### config.mk
export PLATFORM = sky130hd
export DESIGN_NAME = phyat_tuning_regs
export DESIGN_NICKNAME = d
export VERILOG_FILES = /design/src/phyat_pkg.sv /design/src/phyat_tuning_regs.sv /design/src/phyat_swing_drive.sv
export VERILOG_INCLUDE_DIRS = /design/src /design/src/src
export SDC_FILE = /design/constraint.sdc
export NUM_CORES = 1
export LEC_CHECK = 0
export CELL_PAD_IN_SITES_DETAIL_PLACEMENT = 1
export CELL_PAD_IN_SITES_GLOBAL_PLACEMENT = 2
export CORE_ASPECT_RATIO = 0.8
export CORE_MARGIN = 1.5
export CORE_UTILIZATION = 41
export DETAILED_ROUTE_END_ITERATION = 12
export DONT_BUFFER_PORTS = 1
export PLACE_DENSITY_LB_ADDON = 0.1
export SYNTH_ARGS = -nofsm -noshare
export SYNTH_HDL_FRONTEND = slang
export SYNTH_SLANG_ARGS = --single-unit
### constraint.sdc
create_clock -name core_clk -period 2.62 [get_ports core_clk]
set_clock_uncertainty 0.1 [all_clocks]
set_input_delay 0.262 -clock core_clk [delete_from_list [all_inputs] [get_ports core_clk]]
set_output_delay 0.262 -clock core_clk [all_outputs]
set_load 0.005 [all_outputs]
### src/phyat_consts.svh
// What this block does
// - Channel D fine transmit gain in bits 11:8, loaded from trim, read-write.
// - Channel C fine gain in bits 3:0; bits 15:12 and 7:4 read zero.
// - Gain code 0000 is -16%, 1000 unchanged, 1111 +14%, 2% steps.
// - Channel B swing bits 12:8 drive the line only while force bit 13 set.
// - Channel A swing bits 4:0, reset 10000, applied only while bit 5 set.
// - Channels D and C swing in 12:8 and 4:0, reset 10000, forced by 13 and 5.
// - Receiver equalizer enable register resets to 0x0000 and is read-write.
// - Clock select bit 4 routes the transmit test clock to clock out; resets 0.
// - Clock-out register bits 15:5 and 3:0 ignore writes and read zero.
// - Signal processor configuration resets to 0x051C, read-write; 0x1027 allowed.
// - Sync buffer control is 16-bit read-write, reset 0x9F22, opaque.
`ifndef PHYAT_CONSTS_SVH
`define PHYAT_CONSTS_SVH

// Register indices; byte address is four times the index
`define PHYAT_IDX_GAIN_CD 10'h0A1
`define PHYAT_IDX_SWING_AB 10'h0A2
`define PHYAT_IDX_SWING_CD 10'h0A3
`define PHYAT_IDX_LOWPASS 10'h0B3
`define PHYAT_IDX_EQ_EN 10'h0C0
`define PHYAT_IDX_CLK_OUT 10'h0C6
`define PHYAT_IDX_SYNC_BUF 10'h0E9
`define PHYAT_IDX_LOOPBACK 10'h0FE
`define PHYAT_IDX_DSP_CFG 10'h100
`define PHYAT_IDX_FFE_CFG 10'h12C

// Field positions
`define PHYAT_HI_MSB 11
`define PHYAT_HI_LSB 8
`define PHYAT_LO_MSB 3
`define PHYAT_LO_LSB 0
`define PHYAT_SW_HI_MSB 12
`define PHYAT_SW_LO_MSB 4
`define PHYAT_FORCE_HI 13
`define PHYAT_FORCE_LO 5
`define PHYAT_CLK_SEL_BIT 4
`define PHYAT_FFE_MSB 9

// Reset values
`define PHYAT_SWING_RST 5'h10
`define PHYAT_EQ_EN_RST 16'h0000
`define PHYAT_CLK_SEL_RST 1'h0
`define PHYAT_SYNC_BUF_RST 16'h9F22
`define PHYAT_LOOPBACK_RST 16'h0001
`define PHYAT_DSP_CFG_RST 16'h051C
`define PHYAT_FFE_FIXED 6'h03

// Cycles after reset release before trim is loaded and the bus answers
`define PHYAT_TRIM_LOAD_CNT 3'h2
`define PHYAT_READY_CNT 3'h4

`endif

### src/phyat_pkg.sv
`default_nettype none
package phyat_pkg;

   typedef struct packed {
      logic [4:0] value;
      logic force_on;
   } phyat_swing_t;

   typedef struct packed {
      logic [2:0] init_cnt;
      logic [3:0] trim_c_meta;
      logic [3:0] trim_c_sync;
      logic [3:0] trim_d_meta;
      logic [3:0] trim_d_sync;
      logic [3:0] gain_c;
      logic [3:0] gain_d;
      phyat_swing_t swing_a;
      phyat_swing_t swing_b;
      phyat_swing_t swing_c;
      phyat_swing_t swing_d;
      logic [15:0] lowpass;
      logic [15:0] eq_en;
      logic clk_sel;
      logic [15:0] sync_buf;
      logic [15:0] loopback;
      logic [15:0] dsp_cfg;
      logic [9:0] ffe;
      logic [31:0] prdata;
   } phyat_state_t;

   typedef struct packed {
      logic [4:0] applied;
      logic enable;
   } phyat_drv_t;

endpackage

`default_nettype wire

### src/phyat_tuning_regs.sv
// The implementer's own choice: register access over APB.
`timescale 1ns/1ps
`default_nettype none
`include "phyat_consts.svh"

module phyat_tuning_regs #(
   parameter logic [15:0] LOWPASS_RST = 16'h0000,
   parameter logic [9:0] FFE_RST = 10'h000
) (
   input wire logic core_clk,
   input wire logic reset_n,
   input wire logic psel,
   input wire logic penable,
   input wire logic pwrite,
   input wire logic [11:0] paddr,
   input wire logic [31:0] pwdata,
   output logic [31:0] prdata,
   output logic pready,
   output logic pslverr,
   input wire logic [3:0] trim_gain_c,
   input wire logic [3:0] trim_gain_d,
   input wire logic transmit_test_clock,
   input wire logic normal_clock,
   output logic clock_out,
   output logic clock_out_select,
   output logic [3:0] tx_fine_gain_c,
   output logic [3:0] tx_fine_gain_d,
   output logic [4:0] swing_value_a,
   output logic [4:0] swing_value_b,
   output logic [4:0] swing_value_c,
   output logic [4:0] swing_value_d,
   output logic swing_override_a,
   output logic swing_override_b,
   output logic swing_override_c,
   output logic swing_override_d,
   output logic [15:0] rx_lowpass_setting,
   output logic [15:0] rx_equalizer_enables,
   output logic [15:0] sync_buffer_setting,
   output logic [15:0] loopback_setting,
   output logic [15:0] signal_processor_setting,
   output logic [9:0] feedforward_setting
);

   phyat_pkg::phyat_state_t state_q;
   phyat_pkg::phyat_state_t state_d;

   logic [9:0] word_idx;
   logic mapped;
   logic ready;
   logic do_write;
   logic [31:0] read_word;

   // Word index from the byte address; low two bits ignored
   assign word_idx = paddr[11:2];
   assign ready = (state_q.init_cnt == `PHYAT_READY_CNT);

   always_comb begin
      mapped = 1'b1;
      read_word = 32'h0000_0000;
      case (word_idx)
         `PHYAT_IDX_GAIN_CD: begin
            read_word[`PHYAT_HI_MSB:`PHYAT_HI_LSB] = state_q.gain_d;
            read_word[`PHYAT_LO_MSB:`PHYAT_LO_LSB] = state_q.gain_c;
         end
         `PHYAT_IDX_SWING_AB: begin
            read_word[`PHYAT_FORCE_HI] = state_q.swing_b.force_on;
            read_word[`PHYAT_SW_HI_MSB:`PHYAT_HI_LSB] = state_q.swing_b.value;
            read_word[`PHYAT_FORCE_LO] = state_q.swing_a.force_on;
            read_word[`PHYAT_SW_LO_MSB:`PHYAT_LO_LSB] = state_q.swing_a.value;
         end
         `PHYAT_IDX_SWING_CD: begin
            read_word[`PHYAT_FORCE_HI] = state_q.swing_d.force_on;
            read_word[`PHYAT_SW_HI_MSB:`PHYAT_HI_LSB] = state_q.swing_d.value;
            read_word[`PHYAT_FORCE_LO] = state_q.swing_c.force_on;
            read_word[`PHYAT_SW_LO_MSB:`PHYAT_LO_LSB] = state_q.swing_c.value;
         end
         `PHYAT_IDX_LOWPASS: begin
            read_word[15:0] = state_q.lowpass;
         end
         `PHYAT_IDX_EQ_EN: begin
            read_word[15:0] = state_q.eq_en;
         end
         `PHYAT_IDX_CLK_OUT: begin
            read_word[`PHYAT_CLK_SEL_BIT] = state_q.clk_sel;
         end
         `PHYAT_IDX_SYNC_BUF: begin
            read_word[15:0] = state_q.sync_buf;
         end
         `PHYAT_IDX_LOOPBACK: begin
            read_word[15:0] = state_q.loopback;
         end
         `PHYAT_IDX_DSP_CFG: begin
            read_word[15:0] = state_q.dsp_cfg;
         end
         `PHYAT_IDX_FFE_CFG: begin
            read_word[15:10] = `PHYAT_FFE_FIXED;
            read_word[`PHYAT_FFE_MSB:0] = state_q.ffe;
         end
         default: begin
            mapped = 1'b0;
         end
      endcase
   end

   assign do_write = psel && penable && pwrite && ready && mapped;

   always_comb begin
      state_d = state_q;
      // Fuse trim pins are static but asynchronous to the core clock
      state_d.trim_c_meta = trim_gain_c;
      state_d.trim_c_sync = state_q.trim_c_meta;
      state_d.trim_d_meta = trim_gain_d;
      state_d.trim_d_sync = state_q.trim_d_meta;
      if (state_q.init_cnt != `PHYAT_READY_CNT) begin
         state_d.init_cnt = state_q.init_cnt + 3'h1;
      end
      // Trim captured once the synchroniser has filled
      if (state_q.init_cnt == `PHYAT_TRIM_LOAD_CNT) begin
         state_d.gain_c = state_q.trim_c_sync;
         state_d.gain_d = state_q.trim_d_sync;
      end
      // Read data registered while selected; stable in the access phase
      if (psel) begin
         state_d.prdata = read_word;
      end
      if (do_write) begin
         case (word_idx)
            `PHYAT_IDX_GAIN_CD: begin
               // Reserved nibbles are not stored
               state_d.gain_d = pwdata[`PHYAT_HI_MSB:`PHYAT_HI_LSB];
               state_d.gain_c = pwdata[`PHYAT_LO_MSB:`PHYAT_LO_LSB];
            end
            `PHYAT_IDX_SWING_AB: begin
               state_d.swing_b.force_on = pwdata[`PHYAT_FORCE_HI];
               state_d.swing_b.value = pwdata[`PHYAT_SW_HI_MSB:`PHYAT_HI_LSB];
               state_d.swing_a.force_on = pwdata[`PHYAT_FORCE_LO];
               state_d.swing_a.value = pwdata[`PHYAT_SW_LO_MSB:`PHYAT_LO_LSB];
            end
            `PHYAT_IDX_SWING_CD: begin
               state_d.swing_d.force_on = pwdata[`PHYAT_FORCE_HI];
               state_d.swing_d.value = pwdata[`PHYAT_SW_HI_MSB:`PHYAT_HI_LSB];
               state_d.swing_c.force_on = pwdata[`PHYAT_FORCE_LO];
               state_d.swing_c.value = pwdata[`PHYAT_SW_LO_MSB:`PHYAT_LO_LSB];
            end
            `PHYAT_IDX_LOWPASS: begin
               state_d.lowpass = pwdata[15:0];
            end
            `PHYAT_IDX_EQ_EN: begin
               state_d.eq_en = pwdata[15:0];
            end
            `PHYAT_IDX_CLK_OUT: begin
               state_d.clk_sel = pwdata[`PHYAT_CLK_SEL_BIT];
            end
            `PHYAT_IDX_SYNC_BUF: begin
               state_d.sync_buf = pwdata[15:0];
            end
            `PHYAT_IDX_LOOPBACK: begin
               // Takes any value; the soft reset afterwards is software's job
               state_d.loopback = pwdata[15:0];
            end
            `PHYAT_IDX_DSP_CFG: begin
               state_d.dsp_cfg = pwdata[15:0];
            end
            `PHYAT_IDX_FFE_CFG: begin
               state_d.ffe = pwdata[`PHYAT_FFE_MSB:0];
            end
            default: begin
            end
         endcase
      end
   end

   always_ff @(posedge core_clk or negedge reset_n) begin
      if (!reset_n) begin
         state_q <= '0;
         state_q.swing_a.value <= `PHYAT_SWING_RST;
         state_q.swing_b.value <= `PHYAT_SWING_RST;
         state_q.swing_c.value <= `PHYAT_SWING_RST;
         state_q.swing_d.value <= `PHYAT_SWING_RST;
         state_q.lowpass <= LOWPASS_RST;
         state_q.eq_en <= `PHYAT_EQ_EN_RST;
         state_q.clk_sel <= `PHYAT_CLK_SEL_RST;
         state_q.sync_buf <= `PHYAT_SYNC_BUF_RST;
         state_q.loopback <= `PHYAT_LOOPBACK_RST;
         state_q.dsp_cfg <= `PHYAT_DSP_CFG_RST;
         state_q.ffe <= FFE_RST;
      end else begin
         state_q <= state_d;
      end
   end

   // Bus holds the master in the access phase until init count reaches the ready count, two cycles after trim load
   assign pready = psel && penable && ready;
   assign pslverr = psel && penable && ready && !mapped;
   assign prdata = state_q.prdata;

   phyat_swing_drive u_swing_a (
      .core_clk(core_clk),
      .reset_n(reset_n),
      .swing(state_q.swing_a),
      .drive_value(swing_value_a),
      .drive_force(swing_override_a)
   );

   phyat_swing_drive u_swing_b (
      .core_clk(core_clk),
      .reset_n(reset_n),
      .swing(state_q.swing_b),
      .drive_value(swing_value_b),
      .drive_force(swing_override_b)
   );

   phyat_swing_drive u_swing_c (
      .core_clk(core_clk),
      .reset_n(reset_n),
      .swing(state_q.swing_c),
      .drive_value(swing_value_c),
      .drive_force(swing_override_c)
   );

   phyat_swing_drive u_swing_d (
      .core_clk(core_clk),
      .reset_n(reset_n),
      .swing(state_q.swing_d),
      .drive_value(swing_value_d),
      .drive_force(swing_override_d)
   );

   // Clock path mux for compliance testing; not a data output
   assign clock_out = state_q.clk_sel ? transmit_test_clock : normal_clock;
   assign clock_out_select = state_q.clk_sel;
   assign tx_fine_gain_c = state_q.gain_c;
   assign tx_fine_gain_d = state_q.gain_d;
   assign rx_lowpass_setting = state_q.lowpass;
   assign rx_equalizer_enables = state_q.eq_en;
   assign sync_buffer_setting = state_q.sync_buf;
   assign loopback_setting = state_q.loopback;
   assign signal_processor_setting = state_q.dsp_cfg;
   assign feedforward_setting = state_q.ffe;

endmodule

`default_nettype wire

### src/phyat_swing_drive.sv
`timescale 1ns/1ps
`default_nettype none
`include "phyat_consts.svh"

// Presents one channel's swing to the line driver only while forced
module phyat_swing_drive (
   input wire logic core_clk,
   input wire logic reset_n,
   input wire phyat_pkg::phyat_swing_t swing,
   output logic [4:0] drive_value,
   output logic drive_force
);

   phyat_pkg::phyat_drv_t state_q;
   phyat_pkg::phyat_drv_t state_d;

   always_comb begin
      state_d = state_q;
      state_d.enable = swing.force_on;
      if (swing.force_on) begin
         state_d.applied = swing.value;
      end else begin
         state_d.applied = `PHYAT_SWING_RST;
      end
   end

   always_ff @(posedge core_clk or negedge reset_n) begin
      if (!reset_n) begin
         state_q <= '{applied: `PHYAT_SWING_RST, enable: 1'b0};
      end else begin
         state_q <= state_d;
      end
   end

   assign drive_value = state_q.applied;
   assign drive_force = state_q.enable;

endmodule

`default_nettype wire

==> results of run 1 <==
==> worst max-delay path by stage <==
stage | startpoint | to | slack (ps) | cells past startpoint
after floorplan | state_q[171]$_DFFE_PN0P_ | loopback_setting[10]$_DFFE_PN0P_ | 280 | 9
after global placement | paddr[5] | prdata[8]$_DFFE_PN0P_ | 300 | 6
after detailed placement | state_q[171]$_DFFE_PN0P_ | signal_processor_setting[14]$_DFFE_PN0P_ | 290 | 8
after CTS | state_q[171]$_DFFE_PN0P_ | signal_processor_setting[6]$_DFFE_PN0P_ | 270 | 8
after global routing | state_q[171]$_DFFE_PN0P_ | signal_processor_setting[14]$_DFFE_PN0P_ | 150 | 8
final | state_q[171]$_DFFE_PN0P_ | signal_processor_setting[13]$_DFFE_PN0P_ | 290 | 8
==> through the flow <==
stage	util, %	instances	hold slack, ps	total power [mW]	cell area, sq um
floorplan	-	739	-133.6	3.060	8919
global placement	39.98	878	-126.7	3.036	8369
detailed placement	39.98	878	-128.1	3.040	8369
CTS	44.42	936	-593.3	6.006	9299
global route	44.42	936	-604.6	6.138	9299
finish	44.43	937	-570.1	5.942	9301
==> report_power, final <==
part	internal (mW)	switching, mW	total, mW	leakage (nW)
sequential	2.85	0.0290	2.88	2.38
clock	1.76	1.13	2.89	0.322
combinational	0.0736	0.106	0.180	1.57
total	4.68	1.26	5.94	4.27
==> layout make-up <==
| class | instances | area (sq um) | share of cell area, % |
|---|---|---|---|
| flip-flops and latches | 182 | 4582 | 49.26 |
| multi-input cells | 387 | 3136 | 33.71 |
| repair buffers | 60 | 553.0 | 5.946 |
| clock buffers | 19 | 452.9 | 4.870 |
| well taps | 269 | 336.6 | 3.619 |
| clock inverters | 13 | 216.5 | 2.327 |
| inverters | 6 | 22.52 | 0.2421 |
| diodes | 1 | 2.502 | 0.02690 |
==> what timing repair did <==
| item | 4_1_cts | 5_1_grt |
|---|---|---|
| resized for setup | 0 | 0 |
| setup buffers | 0 | 0 |
| endpoints found under the hold margin | 325 | 182 |
==> per-layer routing <==
layer	vias to the layer above	GRT usage [%]	share of wire, %
met5	-	0	0
met4	0	7.457	1.8
met3	23	8.206	7.3
met2	186	38.08	47
met1	2787	29.67	43
li1	2303	-	-
==> state kept, by name (all words and copies together), names as in the netlist, 4 cells and up <==
register	flops
tx_fine_gain_d	4
u_swing_d.drive_value	5
signal_processor_setting	16
rx_lowpass_setting	16
loopback_setting	16
sync_buffer_setting	16
state_q	35
u_swing_c.drive_value	5
rx_equalizer_enables	16
prdata	16
state_d	8
u_swing_a.drive_value	5
tx_fine_gain_c	4
feedforward_setting	10
u_swing_b.drive_value	5
==> synth_stat cells (3+ instances only) <==
cell type / n
dfstp_2: 22
mux2_4: 10
nand3_1: 9
buf_4: 134
dfrtp_1: 160
a221oi_1: 6
nor3_2: 3
a21o_1: 4
nand2_1: 32
mux2_2: 91
nor2_1: 18
mux2_1: 16
and3_1: 9
a31oi_1: 5
a22oi_1: 22
ha_1: 3
nand2b_1: 7
inv_1: 6
nor3_1: 7
nor2b_1: 4
clkbuf_1: 10
nand4_1: 3
a22o_1: 8
nor4_1: 4
and2_1: 22
buf_6: 6
o21ai_0: 22
buf_2: 11
a211oi_1: 3
a222oi_1: 6
a21oi_1: 4
mux2i_1: 10
a41oi_1: 6
==> worst max-delay path: cells and delay by family, from the launching register on <==
family / cells / cell delay, ps
adder cells (fa/ha/maj): 1 / 210
buffers and inverters: 3 / 550
AND/OR/NAND/NOR: 3 / 580
multiplexers: 1 / 370
flip-flops: 1 / 380
==> layout by cell type, fill, tap and decap left out, types with 5 or more instances in the layout <==
cell type	synthesis	final
and2_1	22	22
nand3_1	9	9
dlygate4sd3_1	0	26
conb_1	1	16
a221oi_1	6	6
nor2_1	18	18
a222oi_1	6	6
dfrtp_1	160	160
a22o_1	8	8
o21ai_0	22	22
buf_4	134	31
nor3_1	7	7
bufinv_16	0	5
and3_1	9	9
a22oi_1	22	22
mux2_4	10	10
inv_1	6	6
mux2_1	16	16
a41oi_1	6	6
nand2b_1	7	7
nand2_1	32	32
mux2_2	91	91
clkbuf_16	0	17
a31oi_1	5	5
dfstp_2	22	22
mux2i_1	10	10
==> logic make-up after synthesis <==
kind of cell,count (synthesis),share of synthesized area [%]
DFF,182,51.70
buffers and inverters,170,13.55
muxes,127,16.42
other,1,0.04231
adders and majority gates,3,0.4236
xor gates and xnor gates,1,0.09885
AOI/OAI and AO/OA,97,8.062
and+or+nand+nor,143,9.699
==> results.json, run 1 <==
{
  "grt_max_degree": 183,
  "cts_tree": "yes",
  "clkSinkCount": 182,
  "drive_gt1_share_pct": 30.13,
  "outcome": "finished with violations",
  "core_sq_mm": 0.02094,
  "crit_path_frequent_cell": "buf_4",
  "worst_ep_required_time_ps": 2830,
  "cts-root-buf": "clkbuf_16",
  "rsz0062_at_grt": "false",
  "cp.arrival_ps": 2540,
  "synth_ff_type": "dfrtp_1",
  "place_hpwl_um": 17860,
  "htreeDepth": 4,
  "die_x_um": 167.4,
  "ios": 217,
  "syn-mean-instance-area_sq_um": 12.24,
  "synthArstFlopShare_pct": 100.0,
  "gr-total-overflow": 0,
  "fin_nets": 716,
  "hp-class": "in -> async",
  "fin_ws_ps": 292.8,
  "antenna_found_initial": 0,
  "drc": 0,
  "worstSetupPathType": "reg -> reg",
  "cts_buffers": 17,
  "path_cells": "inv_1 -> ha_1 -> and4_1 -> and2_0 -> buf_4 -> and2_1 -> buf_4 -> mux2_2",
  "reg2regPathDepth": 8,
  "fmax_mhz": 429.7,
  "final-hold-violation-count": 182,
  "finalSetupViolCount": 0,
  "dr.pass1.iters": 5,
  "violations": "hold timing",
  "fillers": 2175,
  "worst_pin_slew_ps": 917.3,
  "row_count": 47,
  "synth_cell_types": 63,
  "area_growth_pct": 4.956,
  "vdd.ir_drop.worst_v": 0.0004746,
  "slew_viol_final": 0,
  "synthTopCellsByArea": "dfrtp_1, mux2_2, buf_4",
  "grt_pass1_vias": 5681,
  "via_per_inst": 5.655,
  "startpoint_type": "flop",
  "crit_path_max_fanout": 10,
  "synth_top_area_share_pct": 45.18,
  "crit_path_top_delay_cell": "dfrtp_1",
  "yosys_warnings": 0,
  "reg2reg_from": "state_q[171]$_DFFE_PN0P_",
  "worst_skew_pair.late_latency_ps": 430,
  "die_y_um": 134.5,
  "vias": 5299,
  "min_period_ps": 2327,
  "yosysSeqAreaShare_pct": 51.70,
  "final_antenna_net_count": 0,
  "pre_cts_ws_ps": 292.5,
  "io_buffer_count": 0,
  "drt-wirelength-per-cell_um": 27.20,
  "powerDensity_mw_per_mm2": 638.8,
  "rrSetupSlack_ps": 290,
  "ys_ff_latch": 182,
  "fin_tns_setup_ps": 0,
  "hold_ws_ps": -570.1,
  "crit_path_end_kind": "flop",
  "max-slew-margin-rel_pct": 38.65,
  "rr_endpoint": "signal_processor_setting[13]$_DFFE_PN0P_",
  "synth_edf_count": 0,
  "start_util_pct": 42.33,
  "p_leak_nw": 4.271,
  "synthesis.instances": 724,
  "synth_area_sq_mm": 0.008862,
  "cts_buffer_depth": 2,
  "gp_congestion": 0.8246,
  "maxCapViolations": 0,
  "die_area_sq_mm": 0.02251,
  "path_clk_slew_ps": 70,
  "wl_um": 25490,
  "synth_top_cell_by_area": "dfrtp_1",
  "grt_pass1_wl_um": 38250,
  "grt.total_usage_pct": 23.52,
  "max_stage_delay_ps": 380,
  "drt-initial-drc-count": 287,
  "post-route-period-util_pct": 88.83,
  "cts_hold_buf": 26
}
(Power assumes the default switching activity.)
==> run 2: changes to the inputs <==
ABC_AREA = 1   (was default)
CORE_UTILIZATION = 37   (was 41)
RECOVER_POWER = 50   (was default)
==> run 2 against run 1 <==
The run still ends with hold timing left. Maximum frequency is 2.0% lower. Non-clock buffer count rose by 7. Combinational power up 39%. Clock power fell by 11%. Power decreased by 4.2%. Synthesized cell count increased by 68%. Count of clock-buffer cells in the layout up 1. Worst setup slack worse by 48 ps. Flip-flop and latch count unchanged. Hold slack gained 3.7 ps. Cell area is 7.9% higher. Register-to-register slack got worse by 50 ps. Largest cell class unchanged.
==> results.json, run 2 <==
{
  "place_area_sq_mm": 0.009206,
  "finalSetupViolCount": 0,
  "synth_top_area_share_pct": 41.58,
  "syn-mean-instance-area_sq_um": 7.899,
  "synth-compound-area-share_pct": 1.637,
  "die_area_sq_mm": 0.02701,
  "synth.most_common_cell": "nand2_1",
  "synth_area_sq_mm": 0.009629,
  "via_per_inst": 5.183,
  "row_count": 52,
  "final-hold-violation-count": 182,
  "startpoint_type": "flop",
  "synth_common_cells": "nand2_1, dfrtp_1, buf_4, nand4_1, nor2_1",
  "cp.arrival_ps": 2600,
  "rsz0062_at_grt": "false",
  "clkSinkCount": 182,
  "outcome": "finished with violations",
  "drt-wirelength-per-cell_um": 23.25,
  "p_leak_nw": 5.258,
  "synth_cell_types": 33,
  "place_hpwl_um": 23980,
  "grt_pass1_wl_um": 52030,
  "yosysSeqAreaShare_pct": 47.58,
  "crit_path_max_fanout": 38,
  "yosys_warnings": 0,
  "crit_path_top_delay_cell": "dfrtp_1",
  "synth_edf_count": 0,
  "die_y_um": 147.3,
  "drt-initial-drc-count": 577,
  "max-slew-margin-rel_pct": 31.66,
  "crit_path_end_kind": "flop",
  "top_register": "state_q",
  "diodes": 0,
  "violations": "hold timing",
  "cts_buffer_depth": 2,
  "placed_cells": 1432,
  "synth-xor-area-share_pct": 0.1819,
  "powerDensity_mw_per_mm2": 567.1,
  "fin_tns_setup_ps": 0,
  "synth_top_cell_by_area": "dfrtp_1",
  "worstSetupPathType": "reg -> reg",
  "stdcell_area_sq_mm": 0.01004,
  "worst_ep_required_time_ps": 2840,
  "rr_endpoint": "state_q[144]$_DFFE_PN0P_",
  "synthTopCellsByArea": "dfrtp_1, nand2_1, buf_4",
  "reg2regPathDepth": 11,
  "vias": 7717,
  "postCtsSetupRepairBufs": 0,
  "cts_tree": "yes",
  "antenna_found_initial": 0,
  "synthArstFlopShare_pct": 100.0,
  "core_sq_mm": 0.02544,
  "synthesis.instances": 1219,
  "htreeDepth": 4,
  "largest_register_ffs": 35,
  "slew_viol_final": 0,
  "instances_no_fill": 1489,
  "max_stage_delay_ps": 410,
  "gr-total-overflow": 0,
  "synth.area.mux_share_pct": 0.4678,
  "ctsResizeCount": 0,
  "io_buffer_count": 0,
  "drive_gt1_share_pct": 10.81,
  "fmax_mhz": 421.0,
  "grt_pass1_vias": 7847,
  "ios": 217,
  "drc": 0,
  "post-route-period-util_pct": 90.67,
  "crit_path_frequent_cell": "nand2_1",
  "cts_buffers": 17,
  "synth_ff_type": "dfrtp_1",
  "fin_nets": 1187,
  "dr.pass1.iters": 5,
  "rrSetupSlack_ps": 240,
  "cts_hold_buf": 25,
  "gp_congestion": 0.8155,
  "maxCapViolations": 0,
  "hp-class": "in -> async",
  "grt_max_degree": 183,
  "wl_um": 34630,
  "area_growth_pct": 4.249,
  "synthSimpleGateAreaFrac_pct": 33.39,
  "start_util_pct": 37.85,
  "vdd.ir_drop.worst_v": 0.0004189,
  "die_x_um": 183.4,
  "path_clk_slew_ps": 70,
  "cts-root-buf": "clkbuf_16",
  "reg2reg_from": "state_q[171]$_DFFE_PN0P_",
  "min_period_ps": 2376,
  "path_cells": "inv_1 -> ha_1 -> nand2_1 -> nor3_2 -> inv_2 -> nor2_4 -> buf_12 -> buf_4 -> nand3_2 -> nand2_1 -> nand2_1",
  "grt.total_usage_pct": 26.59,
  "worst_skew_pair.late_latency_ps": 440,
  "synth_top_family_by_area": "simple AND/OR/NAND/NOR gates",
  "layout.cells.most_common_list": "nand2_1, dfrtp_1, nand4_1, nor2_1, inv_1",
  "final_common_cell": "nand2_1",
  "ys_ff_latch": 182,
  "hold_ws_ps": -566.4,
  "worst_pin_slew_ps": 1022,
  "final_antenna_net_count": 0,
  "synth-adder-area-share_pct": 0.3898
}
run 2: worst max-delay path by stage:
| stage | start | end | slack (ps) | cells after the start |
|---|---|---|---|---|
| detailed placement | state_q[171]$_DFFE_PN0P_ | state_q[141]$_DFFE_PN0P_ | 230 | 11 |
| global placement | state_q[171]$_DFFE_PN0P_ | state_q[139]$_DFFE_PN0P_ | 260 | 11 |
| CTS | state_q[171]$_DFFE_PN0P_ | state_q[142]$_DFFE_PN0P_ | 210 | 11 |
| global route | state_q[171]$_DFFE_PN0P_ | state_q[145]$_DFFE_PN0P_ | 20 | 11 |
| floorplan | state_q[171]$_DFFE_PN0P_ | state_q[123]$_DFFE_PN0P_ | 690 | 11 |
| finish | state_q[171]$_DFFE_PN0P_ | state_q[144]$_DFFE_PN0P_ | 240 | 11 |
run 2: metal layers:
layer / global-route usage [%] / share of wire [%]
met4: 8.484 / 2.2
met5: 0 / 0
met1: 35.73 / 44
met3: 6.569 / 6.4
met2: 42.13 / 47
run 2: worst max-delay path: cells and delay by family (launching register included):
family                     cells  cell delay (ps)
and+or+nand+nor                6              950
DFF                            1              410
buffers and inverters          4              620
adders and majority gates      1              150
run 2: kinds of logic (layout without fill, tap and decap cells):
kind of cell	Yosys count	after routing
multiplexers	4	4
other	1	16
AO/OA/AOI/OAI	31	31
flip-flops	182	182
XOR/XNOR	2	2
adder cells (fa/ha/maj)	3	3
AND/OR/NAND/NOR	728	728
buffers and inverters	268	172
run 2: layout make-up:
type,instances,area [sq um]
fill,3044,15400
sequential,182,4582
multi-input combinational,784,3533
timing repair buffer,67,628.1
clock buffer,20,489.2
tap,351,439.2
inverter,73,274.0
clock inverter,12,92.59
run 2: power by group:
| group | internal [mW] | switching [mW] | total (mW) | leakage, nW |
|---|---|---|---|---|
| Sequential | 2.84 | 0.0201 | 2.86 | 2.40 |
| Clock | 1.36 | 1.22 | 2.58 | 0.275 |
| Combinational | 0.0703 | 0.180 | 0.250 | 2.58 |
run 2: metrics by stage:
stage / util [%] / worst slack, ps / power, mW / hold slack, ps
2_1_floorplan: - / 686.3 / 3.079 / -133.6
3_3_place_gp: 36.19 / 264.0 / 3.067 / -124.9
3_5_place_dp: 36.19 / 228.9 / 3.070 / -124.3
4_1_cts: 39.46 / 207.4 / 5.737 / -603.5
5_1_grt: 39.46 / 22.00 / 5.878 / -590.1
6_report: 39.46 / 244.4 / 5.693 / -566.4
==> run 3: changes to the inputs <==
PLACE_DENSITY = 0.92   (was default)
PLACE_DENSITY_LB_ADDON = default   (was 0.1)
RECOVER_POWER = default   (was 50)
==> run 3 against run 2 <==
Core utilization decreased by 0.14 points. Combinational power decreased by 3%. Critical path depth decreased by 1. Global-route usage decreased by 1.1 points. Hold slack got worse by 4.0 ps. The run still ends with hold timing left. Die area unchanged. Highest routed layer is now met5. Via count increased by 3.2%. Cell count about the same. Worst setup slack got worse by 27 ps. Wire length decreased by 3.9%. Flip-flop and latch count unchanged.
==> results.json, run 3 (same netlist as run 2, synthesis figures left out) <==
{
  "outcome": "finished with violations",
  "violations": "hold timing",
  "fin_nets": 1187,
  "drive_gt1_share_pct": 10.72,
  "drt-wirelength-per-cell_um": 22.34,
  "grt.total_usage_pct": 25.45,
  "rsz0062_at_grt": "false",
  "power_mw": 5.602,
  "gr-total-overflow": 0,
  "worst_skew_pair.late_latency_ps": 440,
  "path_clk_slew_ps": 70,
  "antenna_found_initial": 2,
  "worst_ep_required_time_ps": 2840,
  "cts-root-buf": "clkbuf_16",
  "wl_um": 33280,
  "final_antenna_net_count": 0,
  "final_common_cell": "nand2_1",
  "max-slew-margin-rel_pct": 40.13,
  "hold_ws_ps": -570.4,
  "hp-class": "in -> async",
  "htreeDepth": 4,
  "powerDensity_mw_per_mm2": 560.1,
  "ios": 217,
  "cts_buffer_depth": 2,
  "via_per_inst": 5.346,
  "grt_max_degree": 183,
  "crit_path_max_fanout": 19,
  "vdd.ir_drop.worst_v": 0.0004286,
  "cts_buffers": 17,
  "worstSetupPathType": "reg -> reg",
  "crit_path_end_kind": "flop",
  "fin_tns_setup_ps": 0,
  "place_hpwl_um": 23530,
  "layout.cells.most_common_list": "nand2_1, dfrtp_1, nand4_1, nor2_1, inv_1",
  "vias": 7965,
  "drc": 0,
  "cp.arrival_ps": 2620,
  "die_area_sq_mm": 0.02701,
  "cts_tree": "yes",
  "top_register": "state_q",
  "core_sq_mm": 0.02544,
  "startpoint_type": "flop",
  "clkSinkCount": 182,
  "reg2regPathDepth": 10,
  "post-route-period-util_pct": 91.71,
  "fmax_mhz": 416.2,
  "die_x_um": 183.4,
  "min_period_ps": 2403,
  "p_leak_nw": 5.231,
  "ctsResizeCount": 0,
  "reg2reg_from": "state_q[171]$_DFFE_PN0P_",
  "stdcell_area_sq_mm": 0.01000,
  "place_area_sq_mm": 0.009166,
  "pre_cts_ws_ps": 231.9,
  "maxCapViolations": 0,
  "drt-initial-drc-count": 569,
  "postCtsSetupRepairBufs": 0,
  "worst_pin_slew_ps": 895.1,
  "final-hold-violation-count": 182,
  "rr_endpoint": "state_q[131]$_DFFE_PN0P_",
  "fin_ws_ps": 217.2,
  "gp_congestion": 0.8543,
  "largest_register_ffs": 35,
  "io_buffer_count": 0,
  "grt_pass1_vias": 8121,
  "slew_viol_final": 0,
  "area_growth_pct": 3.872,
  "row_count": 52,
  "finalSetupViolCount": 0,
  "grt_pass1_wl_um": 50940,
  "dr.pass1.iters": 5,
  "cts_hold_buf": 27,
  "die_y_um": 147.3,
  "rrSetupSlack_ps": 220,
  "cp-startpoint": "state_q[171]$_DFFE_PN0P_",
  "start_util_pct": 37.85
}
-- run 3: changes by cell type in the layout (fill, tap and decap cells not counted), sizes merged --
cell,before,now
clkbuf,20,17
inv,73,79
diode,0,1
buf,42,40
dlygate4sd3,25,27
clkinv,8,5
-- run 3: report_power, final --
part           internal [mW]  total (mW)  switching, mW
registers               2.84        2.86         0.0221
logic                 0.0704       0.242          0.172
clock network           1.26        2.50           1.24
total                   4.16        5.60           1.44
-- run 3: worst max-delay path by stage --
| stage | to | slack, ps | cells past startpoint |
|---|---|---|---|
| global placement | state_q[130]$_DFFE_PN0P_ | 280 | 10 |
| detailed placement | state_q[123]$_DFFE_PN0P_ | 230 | 10 |
| floorplan | state_q[123]$_DFFE_PN0P_ | 690 | 11 |
| CTS | state_q[131]$_DFFE_PN0P_ | 200 | 10 |
| global route | state_q[131]$_DFFE_PN0P_ | 2 | 10 |
| finish | state_q[131]$_DFFE_PN0P_ | 220 | 10 |
-- run 3: per-layer routing --
layer	global-route usage [%]	vias up	wire length (um)	share of wire, %
met3	9.023	43	2960	8.9
met5	0	-	16	0.048
li1	-	3575	-	-
met4	9.549	2	920	2.8
met2	40.76	299	15930	48
met1	31.55	4046	13450	40
-- run 3: final cells by class --
class | count | area [sq um]
diodes | 1 | 2.502
clock buffers | 17 | 425.4
clock inverters | 15 | 137.6
fillers | 3094 | 15440
inverters | 73 | 274.0
multi-input cells | 784 | 3533
flip-flops and latches | 182 | 4582
well taps | 351 | 439.2
repair buffers | 67 | 608.1
-- run 3: through the flow --
| step | hold slack [ps] | std cells | util, % |
|---|---|---|---|
| after floorplan | -133.6 | 1234 | - |
| after global placement | -123.9 | 1430 | 36.03 |
| after detailed placement | -120.9 | 1430 | 36.03 |
| after CTS | -597.9 | 1489 | 39.31 |
| after global routing | -601.2 | 1490 | 39.32 |
| final | -570.4 | 1490 | 39.32 |
-- run 3: critical path, cell delays in order, from the launching register on --
cell,delay (ps)
dfrtp_1,410
inv_1,90
ha_1,140
nand2_1,130
nor3_2,220
inv_2,80
nor2_4,240
buf_12,200
nand3_1,390
nand2_1,190
nand2_1,70
